$ cat src/rtl/sleep_ctl_pkg.sv
// Functional notes
// The controller keeps the sleep request low in normal use, and an undriven request reads as low.
// Two clock cycles after the sleep request rises the device is in its low-power sleep state; here four edges after the pin.
// Sleep keeps all internal state, the stored contents included, without loss.
// Normal operation resumes only after at least 20 ns of recovery once the request falls.
// Asleep, the device acts deselected, ignores all inputs but the request and floats its outputs.
// The request is asynchronous and active high, and sleep lasts as long as it stays high.
// The controller raises the request only after all pending operations have finished.
// During recovery the controller issues only deselect or read commands.
// Entry counts rising edges that sample the request high, and aborts if it falls first.
package sleep_ctl_pkg;
  localparam int unsigned CLK_PERIOD_PS      = 25000;
  localparam int unsigned SLEEP_ENTRY_CYCLES = 2;
  localparam int unsigned SLEEP_RECOVERY_PS  = 20000;
  localparam int unsigned RECOVERY_CYCLES_I  =
    (SLEEP_RECOVERY_PS + CLK_PERIOD_PS - 1) / CLK_PERIOD_PS;
  localparam logic [1:0]  SLEEP_RECOVERY_CYCLES =
    (RECOVERY_CYCLES_I < 1) ? 2'h1 : RECOVERY_CYCLES_I[1:0];
  localparam logic [1:0]  ENTRY_COUNT_LAST = 2'(SLEEP_ENTRY_CYCLES - 1);
  localparam logic        SYNC_RESET_VALUE = 1'h0;

  typedef enum logic [1:0] {AWAKE, ENTERING, ASLEEP, RECOVERING} power_state_e;
endpackage

$ cat src/rtl/sleep_sync.sv
module sleep_sync
  import sleep_ctl_pkg::*;
(
  // Clock and reset.
  input  wire logic clk,
  input  wire logic rst_n,
  // Asynchronous level in, synchronous level out.
  input  wire logic async_in,
  output logic      sync_out
);
  typedef struct packed {
    logic meta;
    logic stable;
  } sync_s;

  sync_s state_reg;
  sync_s state_next;

  always_comb begin
    state_next.meta   = async_in;
    state_next.stable = state_reg.meta;
  end

  always_ff @(posedge clk or negedge rst_n) begin
    if (!rst_n) begin
      state_reg <= '{SYNC_RESET_VALUE, SYNC_RESET_VALUE};
    end else begin
      state_reg <= state_next;
    end
  end

  assign sync_out = state_reg.stable;
endmodule

$ cat src/rtl/sram_sleep_ctl.sv
module sram_sleep_ctl
  import sleep_ctl_pkg::*;
(
  // Clock and reset.
  input  wire logic SYS_CLK,
  input  wire logic RSTN,
  // Sleep request pin from the memory controller.
  input  wire logic SLEEP_REQUEST,
  // Status toward the SRAM core.
  output logic      SLEEP_ACTIVE,
  output logic      DESELECT_FORCE,
  output logic      INPUTS_BLOCKED,
  output logic      OUTPUT_DISABLE,
  output logic      RETAIN_STATE,
  output logic      RECOVERY_ACTIVE,
  output logic      WRITE_BLOCK,
  output logic      READY
);
  typedef struct packed {
    power_state_e state;
    logic [1:0]   count;
    logic         asleep;
    logic         recovering;
    logic         ready;
  } ctl_s;

  ctl_s ctl_reg;
  ctl_s ctl_next;
  logic req_sync;

  // One step of the shared entry and recovery counter.
  function automatic logic [1:0] count_up(input logic [1:0] value);
    return value + 2'h1;
  endfunction

  // An undriven pin is pulled low outside; reset value of the
  // synchroniser also reads as no request.
  sleep_sync u_sync (
    .clk      (SYS_CLK),
    .rst_n    (RSTN),
    .async_in (SLEEP_REQUEST),
    .sync_out (req_sync)
  );

  // The synchroniser adds latency before the entry count, so the core
  // sees sleep two counted edges after the request is first seen high.
  always_comb begin
    ctl_next = ctl_reg;
    unique case (ctl_reg.state)
      AWAKE: begin
        ctl_next.count = 2'h0;
        if (req_sync) begin
          ctl_next.state = ENTERING;
          ctl_next.count = 2'h1;
        end
      end
      ENTERING: begin
        if (!req_sync && ctl_reg.ready) begin
          ctl_next.state = AWAKE;
          ctl_next.count = 2'h0;
        end else if (!req_sync) begin
          // An entry begun during recovery may not skip the rest of it,
          // so a fall here restarts a full recovery instead.
          ctl_next.state      = RECOVERING;
          ctl_next.recovering = 1'b1;
          ctl_next.count      = 2'h1;
        end else if (ctl_reg.count == ENTRY_COUNT_LAST) begin
          ctl_next.state  = ASLEEP;
          ctl_next.asleep = 1'b1;
          ctl_next.ready  = 1'b0;
          ctl_next.count  = 2'h0;
        end else begin
          ctl_next.count = count_up(ctl_reg.count);
        end
      end
      ASLEEP: begin
        if (!req_sync) begin
          ctl_next.state      = RECOVERING;
          ctl_next.asleep     = 1'b0;
          ctl_next.recovering = 1'b1;
          ctl_next.count      = 2'h1;
        end
      end
      RECOVERING: begin
        // A request raised again here counts toward entry at once; READY
        // stays low because the recovery was never completed.
        if (req_sync) begin
          ctl_next.state      = ENTERING;
          ctl_next.recovering = 1'b0;
          ctl_next.count      = 2'h1;
        end else if (ctl_reg.count >= SLEEP_RECOVERY_CYCLES) begin
          ctl_next.state      = AWAKE;
          ctl_next.recovering = 1'b0;
          ctl_next.ready      = 1'b1;
          ctl_next.count      = 2'h0;
        end else begin
          ctl_next.count = count_up(ctl_reg.count);
        end
      end
    endcase
  end

  always_ff @(posedge SYS_CLK or negedge RSTN) begin
    if (!RSTN) begin
      ctl_reg <= '{AWAKE, 2'h0, 1'b0, 1'b0, 1'b1};
    end else begin
      ctl_reg <= ctl_next;
    end
  end

  // Each output is a flip-flop bit of the state, never a gate.
  assign SLEEP_ACTIVE    = ctl_reg.asleep;
  assign DESELECT_FORCE  = ctl_reg.asleep;
  assign INPUTS_BLOCKED  = ctl_reg.asleep;
  assign OUTPUT_DISABLE  = ctl_reg.asleep;
  // Retention keeps the array powered; no reset of contents occurs.
  assign RETAIN_STATE    = ctl_reg.asleep;
  // Writes are refused while recovering, reads still pass.
  assign RECOVERY_ACTIVE = ctl_reg.recovering;
  assign WRITE_BLOCK     = ctl_reg.recovering;
  assign READY           = ctl_reg.ready;

  // The status pins are checked against the synchronised request, since
  // the raw pin may change anywhere inside a clock period.
  a_entry_two_edges:
    assert property (@(posedge SYS_CLK) disable iff (!RSTN)
      (ctl_reg.state == AWAKE && req_sync) ##1 req_sync
        |=> SLEEP_ACTIVE)
    else $error("sleep not entered two edges after request");

  a_sleep_needs_req:
    assert property (@(posedge SYS_CLK) disable iff (!RSTN)
      $rose(SLEEP_ACTIVE) |-> ($past(req_sync) && $past(req_sync, 2)))
    else $error("sleep entered without two sampled requests");

  a_entry_abort:
    assert property (@(posedge SYS_CLK) disable iff (!RSTN)
      (ctl_reg.state == ENTERING && !req_sync) |=> !SLEEP_ACTIVE)
    else $error("entry did not abort when request fell");

  a_abort_stays_ready:
    assert property (@(posedge SYS_CLK) disable iff (!RSTN)
      (ctl_reg.state == ENTERING && READY && !req_sync) |=> READY)
    else $error("aborted entry left normal operation");

  a_sleep_holds:
    assert property (@(posedge SYS_CLK) disable iff (!RSTN)
      (SLEEP_ACTIVE && req_sync) |=> SLEEP_ACTIVE)
    else $error("sleep left while request high");

  a_wake_needs_low:
    assert property (@(posedge SYS_CLK) disable iff (!RSTN)
      $fell(SLEEP_ACTIVE) |-> !$past(req_sync))
    else $error("sleep left without a low request");

  a_resleep_entry:
    assert property (@(posedge SYS_CLK) disable iff (!RSTN)
      (RECOVERY_ACTIVE && req_sync)
        |=> (!READY && !RECOVERY_ACTIVE && !SLEEP_ACTIVE))
    else $error("request in recovery did not restart entry");

  a_outputs_float:
    assert property (@(posedge SYS_CLK) disable iff (!RSTN)
      SLEEP_ACTIVE |-> (OUTPUT_DISABLE && DESELECT_FORCE
                        && INPUTS_BLOCKED && !READY))
    else $error("sleep without deselect and float");

  a_status_onehot:
    assert property (@(posedge SYS_CLK) disable iff (!RSTN)
      $onehot0({SLEEP_ACTIVE, RECOVERY_ACTIVE, READY}))
    else $error("more than one power status active");

  a_retain_state:
    assert property (@(posedge SYS_CLK) disable iff (!RSTN)
      SLEEP_ACTIVE |-> RETAIN_STATE)
    else $error("retention off while asleep");

  a_recovery_time:
    assert property (@(posedge SYS_CLK) disable iff (!RSTN)
      $fell(SLEEP_ACTIVE) |-> (RECOVERY_ACTIVE && WRITE_BLOCK && !READY))
    else $error("ready before recovery time");

  a_recovery_ends:
    assert property (@(posedge SYS_CLK) disable iff (!RSTN)
      ($fell(SLEEP_ACTIVE) && !req_sync) ##1 !req_sync
        |=> READY)
    else $error("recovery did not end");

  a_awake_ready:
    assert property (@(posedge SYS_CLK) disable iff (!RSTN)
      (ctl_reg.state == AWAKE) |-> READY)
    else $error("awake without normal operation");

  a_write_block:
    assert property (@(posedge SYS_CLK) disable iff (!RSTN)
      RECOVERY_ACTIVE |-> (WRITE_BLOCK && !READY && !SLEEP_ACTIVE))
    else $error("writes open during recovery");

  a_idle_low:
    assert property (@(posedge SYS_CLK) disable iff (!RSTN)
      (READY && !req_sync) |=> !SLEEP_ACTIVE)
    else $error("sleep without request");

  // Main scenarios: entry, abort, full recovery, re-entry from recovery
  // and an aborted re-entry that falls back to recovery.
  c_enter_sleep:
    cover property (@(posedge SYS_CLK) disable iff (!RSTN)
      $rose(SLEEP_ACTIVE));

  c_abort_entry:
    cover property (@(posedge SYS_CLK) disable iff (!RSTN)
      ctl_reg.state == ENTERING && !req_sync);

  c_full_recovery:
    cover property (@(posedge SYS_CLK) disable iff (!RSTN)
      $fell(RECOVERY_ACTIVE) && READY);

  c_resleep:
    cover property (@(posedge SYS_CLK) disable iff (!RSTN)
      RECOVERY_ACTIVE && req_sync);

  c_entry_fallback:
    cover property (@(posedge SYS_CLK) disable iff (!RSTN)
      ctl_reg.state == ENTERING && !READY && !req_sync);
endmodule

$ cat config.mk
export PLATFORM = sky130hd
export DESIGN_NAME = sram_sleep_ctl
export DESIGN_NICKNAME = d
export VERILOG_FILES = /design/src/rtl/sleep_ctl_pkg.sv /design/src/rtl/sleep_sync.sv /design/src/rtl/sram_sleep_ctl.sv
export SDC_FILE = /design/constraint.sdc
export NUM_CORES = 1
export LEC_CHECK = 0
export BUFFER_PORTS_ARGS = -buffer_cell sky130_fd_sc_hd__buf_2
export CAP_MARGIN = 5
export CORE_MARGIN = 3
export CORE_UTILIZATION = 26
export CTS_BUF_LIST = sky130_fd_sc_hd__clkbuf_4 sky130_fd_sc_hd__clkbuf_8
export DETAILED_ROUTE_END_ITERATION = 10
export PLACE_DENSITY = 0.55
export REMOVE_ABC_BUFFERS = 1
export SLEW_MARGIN = 20
export SYNTH_ARGS = -nofsm -noshare
export SYNTH_HDL_FRONTEND = slang
export SYNTH_HIERARCHICAL = 1
export SYNTH_SLANG_ARGS = --single-unit
$ cat constraint.sdc
create_clock -name SYS_CLK -period 1.95 [get_ports SYS_CLK]
set_input_delay 0 -clock SYS_CLK [delete_from_list [all_inputs] [get_ports SYS_CLK]]
set_output_delay 0 -clock SYS_CLK [all_outputs]
set_load 0.03 [all_outputs]
Yosys cells after proc, flatten, opt, wreduce, memory -nomap -nowiden:

Cells that the tools add are included.

* word-level logic and storage cells: 55
* output and inout port bits: 8
* input bits: 3
* register bits: 9

* mux-type cells: 22
* magnitude comparators: 1
* reductions and logical operators: 10
* add/sub/neg operators: 1
* equal/unequal tests: 14

Operators with widths (count)
* $mux W4: 4
* $pmux W4 S4: 1
* $ne A2 B2 Y1 const B: 6
* $mux W2: 5
* $reduce_and A5 Y1: 2
* $mux W1: 7
* $mux W6: 1
* $reduce_and A6 Y1: 1
* $eq A2 B1 Y1 const B: 2
* $eq A2 B2 Y1 const B: 2
* $ne A2 B1 Y1 const B: 2
* $ne A4 B4 Y1 const B: 1
* $pmux W1 S2: 2
* $reduce_and A4 Y1: 1
* $reduce_bool A2 Y1: 2
* $mux W3: 1
* $ne A3 B2 Y1 const B: 1
* $pmux W1 S3: 1
* $reduce_bool A3 Y1: 1
* $add A2 B1 Y2 const B: 1
* $ge A2 B1 Y1 const B: 1
* $logic_not A2 Y1: 1
* $logic_and A1 B1 Y1: 1
* $logic_not A1 Y1: 1

Logic depth before layout (Yosys ltp):

* depth after elaboration: 5
* gate-level depth with buffers: 5

By module:

Netlist, hierarchy kept.

Modules (own cells, without submodules)
* sram_sleep_ctl: cells an instance 52, area each 526.8 µm², times used 1
* sleep_sync: cells an instance 2, area each 50.0 µm², times used 1

Least setup slack after synthesis:

Ideal clock, no wire load.

* path kind: flip-flop to flip-flop
* start: reg ctl_reg[3] (netlist name)
* end: reg ctl_reg[4] (netlist name)
* buffers on the path: 0
* required time: 1828 ps
* cell stages (with the launch flop): 5
* library setup time: 122 ps
* path slack: 726 ps
* arrival time: 1102 ps
* cells stage by stage: dfrtp_1 -> inv_1 -> ha_1 -> a32o_1 -> a32o_1

* cells in the longest elaborated chain, start to end: 5
* elaborated cells on any way between the ends: 9

Ends and longest elaborated chain
* start, declared: line sram_sleep_ctl.sv:27 `ctl_s ctl_reg;`
* start signal, assigned: line sram_sleep_ctl.sv:105 `ctl_reg <= '{AWAKE, 2'h0, 1'b0, 1'b0, 1'b1};`
* start signal, assigned: line sram_sleep_ctl.sv:107 `ctl_reg <= ctl_next;`
* $add A2 B1 Y2 / $eq A2 B1 Y1 (equally long branches): line sram_sleep_ctl.sv:33, sram_sleep_ctl.sv:67
* $mux W2: line sram_sleep_ctl.sv:67 `end else if (ctl_reg.count == ENTRY_COUNT_LAST) begin`
* $mux W4: line sram_sleep_ctl.sv:61 `end else if (!req_sync) begin`
* $mux W4: line sram_sleep_ctl.sv:58 `if (!req_sync && ctl_reg.ready) begin`
* $pmux W4 S4 *: line sram_sleep_ctl.sv:49 `unique case (ctl_reg.state)`

Every way passes the cells marked *; elsewhere a longest branch is shown, timed or not.
A chain may end at the register's enable or synchronous reset.

==> summary.md <==
| Metric | Value |
|---|---|
| Status | finished clean |
| Kind of critical path | reg -> reg |
| Antenna violations before repair | 0 |
| Die area | 2820 µm² |
| Post-CTS resize count | 0 |
| Startpoint types | register |
| Syn_area_per_cell | 10.7 µm² |
| Period minus WS final | 1.30 ns |
| Switching power | 0.472 mW |
| FF+latch count, synth | 9 |
| Core Util, Final | 0.318 |
| Clk pwr share | 0.166 |
| Wire per inst | 12.5 µm |
| Total CTS buffers | 3 |
| Placer Congestion | 0.764 |
| I/O pins | 11 |
| Clock Skew | 0.00789 ns |
| Clock-pin slew on the worst setup and hold paths | 0.07 ns |
| Internal | 0.536 mW |
| Synth-to-layout area growth | 11.5% |
| Combinational Power Share | 0.465 |
| Root buffer cell | clkbuf_4 |
| Largest net degree at the start of global routing | 13 |
| Number of diodes | 0 |
| Yosys warnings | 6 |
| First-pass DRT Iterations | 4 |
| Sink Count | 9 |
| RSZ-0062 raised after global routing | no |
| Top area cells in the synthesized netlist | dfrtp_1 35%, ha_1 8.7%, buf_4 7.8%, dfstp_2 4.6%, buf_6 3.9% |
| Tcrit/Tclk final | 0.667 |
| Power Total | 1.01 mW |
| Die height | 53.1 µm |
| IO buf count | 10 |
| Core box area | 2020 µm² |
| Post-DR vias/cell | 4.81 |
| Instance count of the mapped netlist | 54 |
| Initial Utilization | 0.285 |
| Synthesized area | 577 µm² |
| Critical path required time | 2.11 ns |
| Htree depth | 1 |
| Max clock buf depth | 2 |
| Layout cells sized above 1 | 0.339 |
| Area share of the leading cell type in the synthesized netlist | 0.347 |
| Critical Path Sink Type | register |
| Drc violations | 0 |
| Max Freq | 769 MHz |
| Rows | 16 |
| Cell taking the most area after synthesis | dfrtp_1 |
| Leak pwr | 0.272 nW |
| Vias in the first global route | 399 |
| Peak VDD IR | 0.000768 V |
| Dpl hpwl | 752 µm |
| Gr ovfl total | 0 |
| Worst Hold Class | in -> async |
| Switching share of total power | 0.468 |
| # fillers | 218 |
| Max_cap viols | 0 |
| Crit-path max FO | 11 |
| Post-DRT Antenna Nets | 0 |
| Register share of total power | 0.369 |
| Clock latency on the worst-skew pair | 0.27 ns |
| Setup bufs post-CTS | 0 |
| Global-route wire length before repair | 1.89 mm |
| Gr usage total | 0.0991 |
| First DRT Iteration DRCs | 5 |
| Worst EP arrival | 1.46 ns |
| Least-Margin Pin Slew | 0.389 ns |
| Detailed Route WL | 1.11 mm |
| Post-Route Setup TNS | 0 ns |
| Final Hold Fails | 0 |
| Vias | 428 |
| Most frequent cells in the layout | 10 x buf_2, 8 x dfrtp_1, 4 x inv_1, 4 x ha_1, 4 x clkbuf_4 |
| Max-slew violation count | 0 |
| Sequential area share after synthesis | 0.393 |
| Cell Pwr Density | 1570 nW/µm² |
| Most common cell after layout, fill and taps aside | buf_2 |
| Final setup vio count | 0 |
| CTS tree | built |
| Die width | 53.1 µm |
| Relative slew slack | 0.741 |
| Post-synth cell types | 28 |
| Fin nets | 70 |
[timing repair]
action                     4_1_cts  5_1_grt
hold endpoints to repair        10        0
setup endpoints to repair        0        0
hold buffers                     2        0
[worst paths after layout]
kind / endpoint / slack (ns) / cells after the start
max: ctl_reg[4]$_DFFE_PN0P_ / 0.65 / 3
min: DESELECT_FORCE$_DFFE_PN0P_ / 0.11 / 2
max reg2reg: ctl_reg[4]$_DFFE_PN0P_ / 0.65 / 3
min reg2reg: u_sync/sync_out$_DFF_PN0_ / 0.35 / 0
max in group asynchronous: READY$_DFFE_PN1P_ / 1.59 / 2
min in group SYS_CLK: u_sync/sync_out$_DFF_PN0_ / 0.35 / 0
[cell families (layout without fill, tap and decap cells)]
kind of cell,count (synthesis),in the layout,share of synthesized area
and+or+nand+nor,12,12,0.132
adders and majority gates,4,4,0.0868
AOI/OAI and AO/OA,17,17,0.245
DFF,9,9,0.393
buffers and inverters,12,20,0.143
[through the flow]
step,instance area [µm²],setup slack [ns],hold WS [ns],instances
floorplan,509,0.318,-0.296,46
finish,643,0.649,0.109,89
global route,643,0.574,0.143,89
CTS,643,0.639,0.109,89
detailed placement,593,0.646,-0.128,83
global placement,593,0.669,-0.134,83
[per-layer routing]
metal | vias up | GRT usage | routed length, µm
li1 | 206 | - | -
met1 | 206 | 0.129 | 575
met2 | 12 | 0.128 | 427
met3 | 4 | 0.0366 | 72
met4 | 0 | 0.0766 | 38
met5 | - | 0 | 0
[worst max-delay path: stages, from the launching register on]
cell     delay [ns]
dfrtp_1        0.51
nor2b_1        0.22
a32o_1         0.27
a32o_1         0.20
[power groups by stage]
stage               clock network, mW  logic, mW  registers [mW]
finish                          0.168      0.468           0.372
floorplan                           0      0.250           0.460
global route                    0.182      0.514           0.391
global placement                    0      0.469           0.372
detailed placement                  0      0.465           0.376
CTS                             0.174      0.471           0.374
[final cells by class]
type / instances / area, µm² / share of cell area
Sequential cell: 9 / 226 / 0.352
Clock buffer: 4 / 30.0 / 0.0467
Tap cell: 27 / 33.8 / 0.0525
Timing Repair Buffer: 12 / 70.1 / 0.109
Multi-Input combinational cell: 33 / 268 / 0.416
Inverter: 4 / 15.0 / 0.0233
[cells in the mapped netlist]
| cell | n |
|---|---|
| inv_1 | 4 |
| nand3_1 | 1 |
| a211oi_2 | 1 |
| nand2_1 | 1 |
| nand2b_2 | 1 |
| ha_1 | 4 |
| buf_4 | 6 |
| a221oi_2 | 1 |
| nor2_1 | 2 |
| a21oi_1 | 1 |
| o2bb2ai_1 | 1 |
| o21bai_1 | 2 |
| o221ai_1 | 1 |
| o22ai_1 | 1 |
| nand2b_1 | 2 |
| dfstp_2 | 1 |
| buf_6 | 2 |
| a32o_1 | 2 |
| nor3b_2 | 1 |
| nor2b_2 | 1 |
| nor3_1 | 1 |
| o21ai_0 | 1 |
| nor2b_1 | 2 |
| a22o_1 | 2 |
| dfrtp_1 | 8 |
| a21oi_2 | 1 |
| o21ai_1 | 2 |
| a31o_1 | 1 |
No activity file was read; power rests on OpenSTA's default activity.
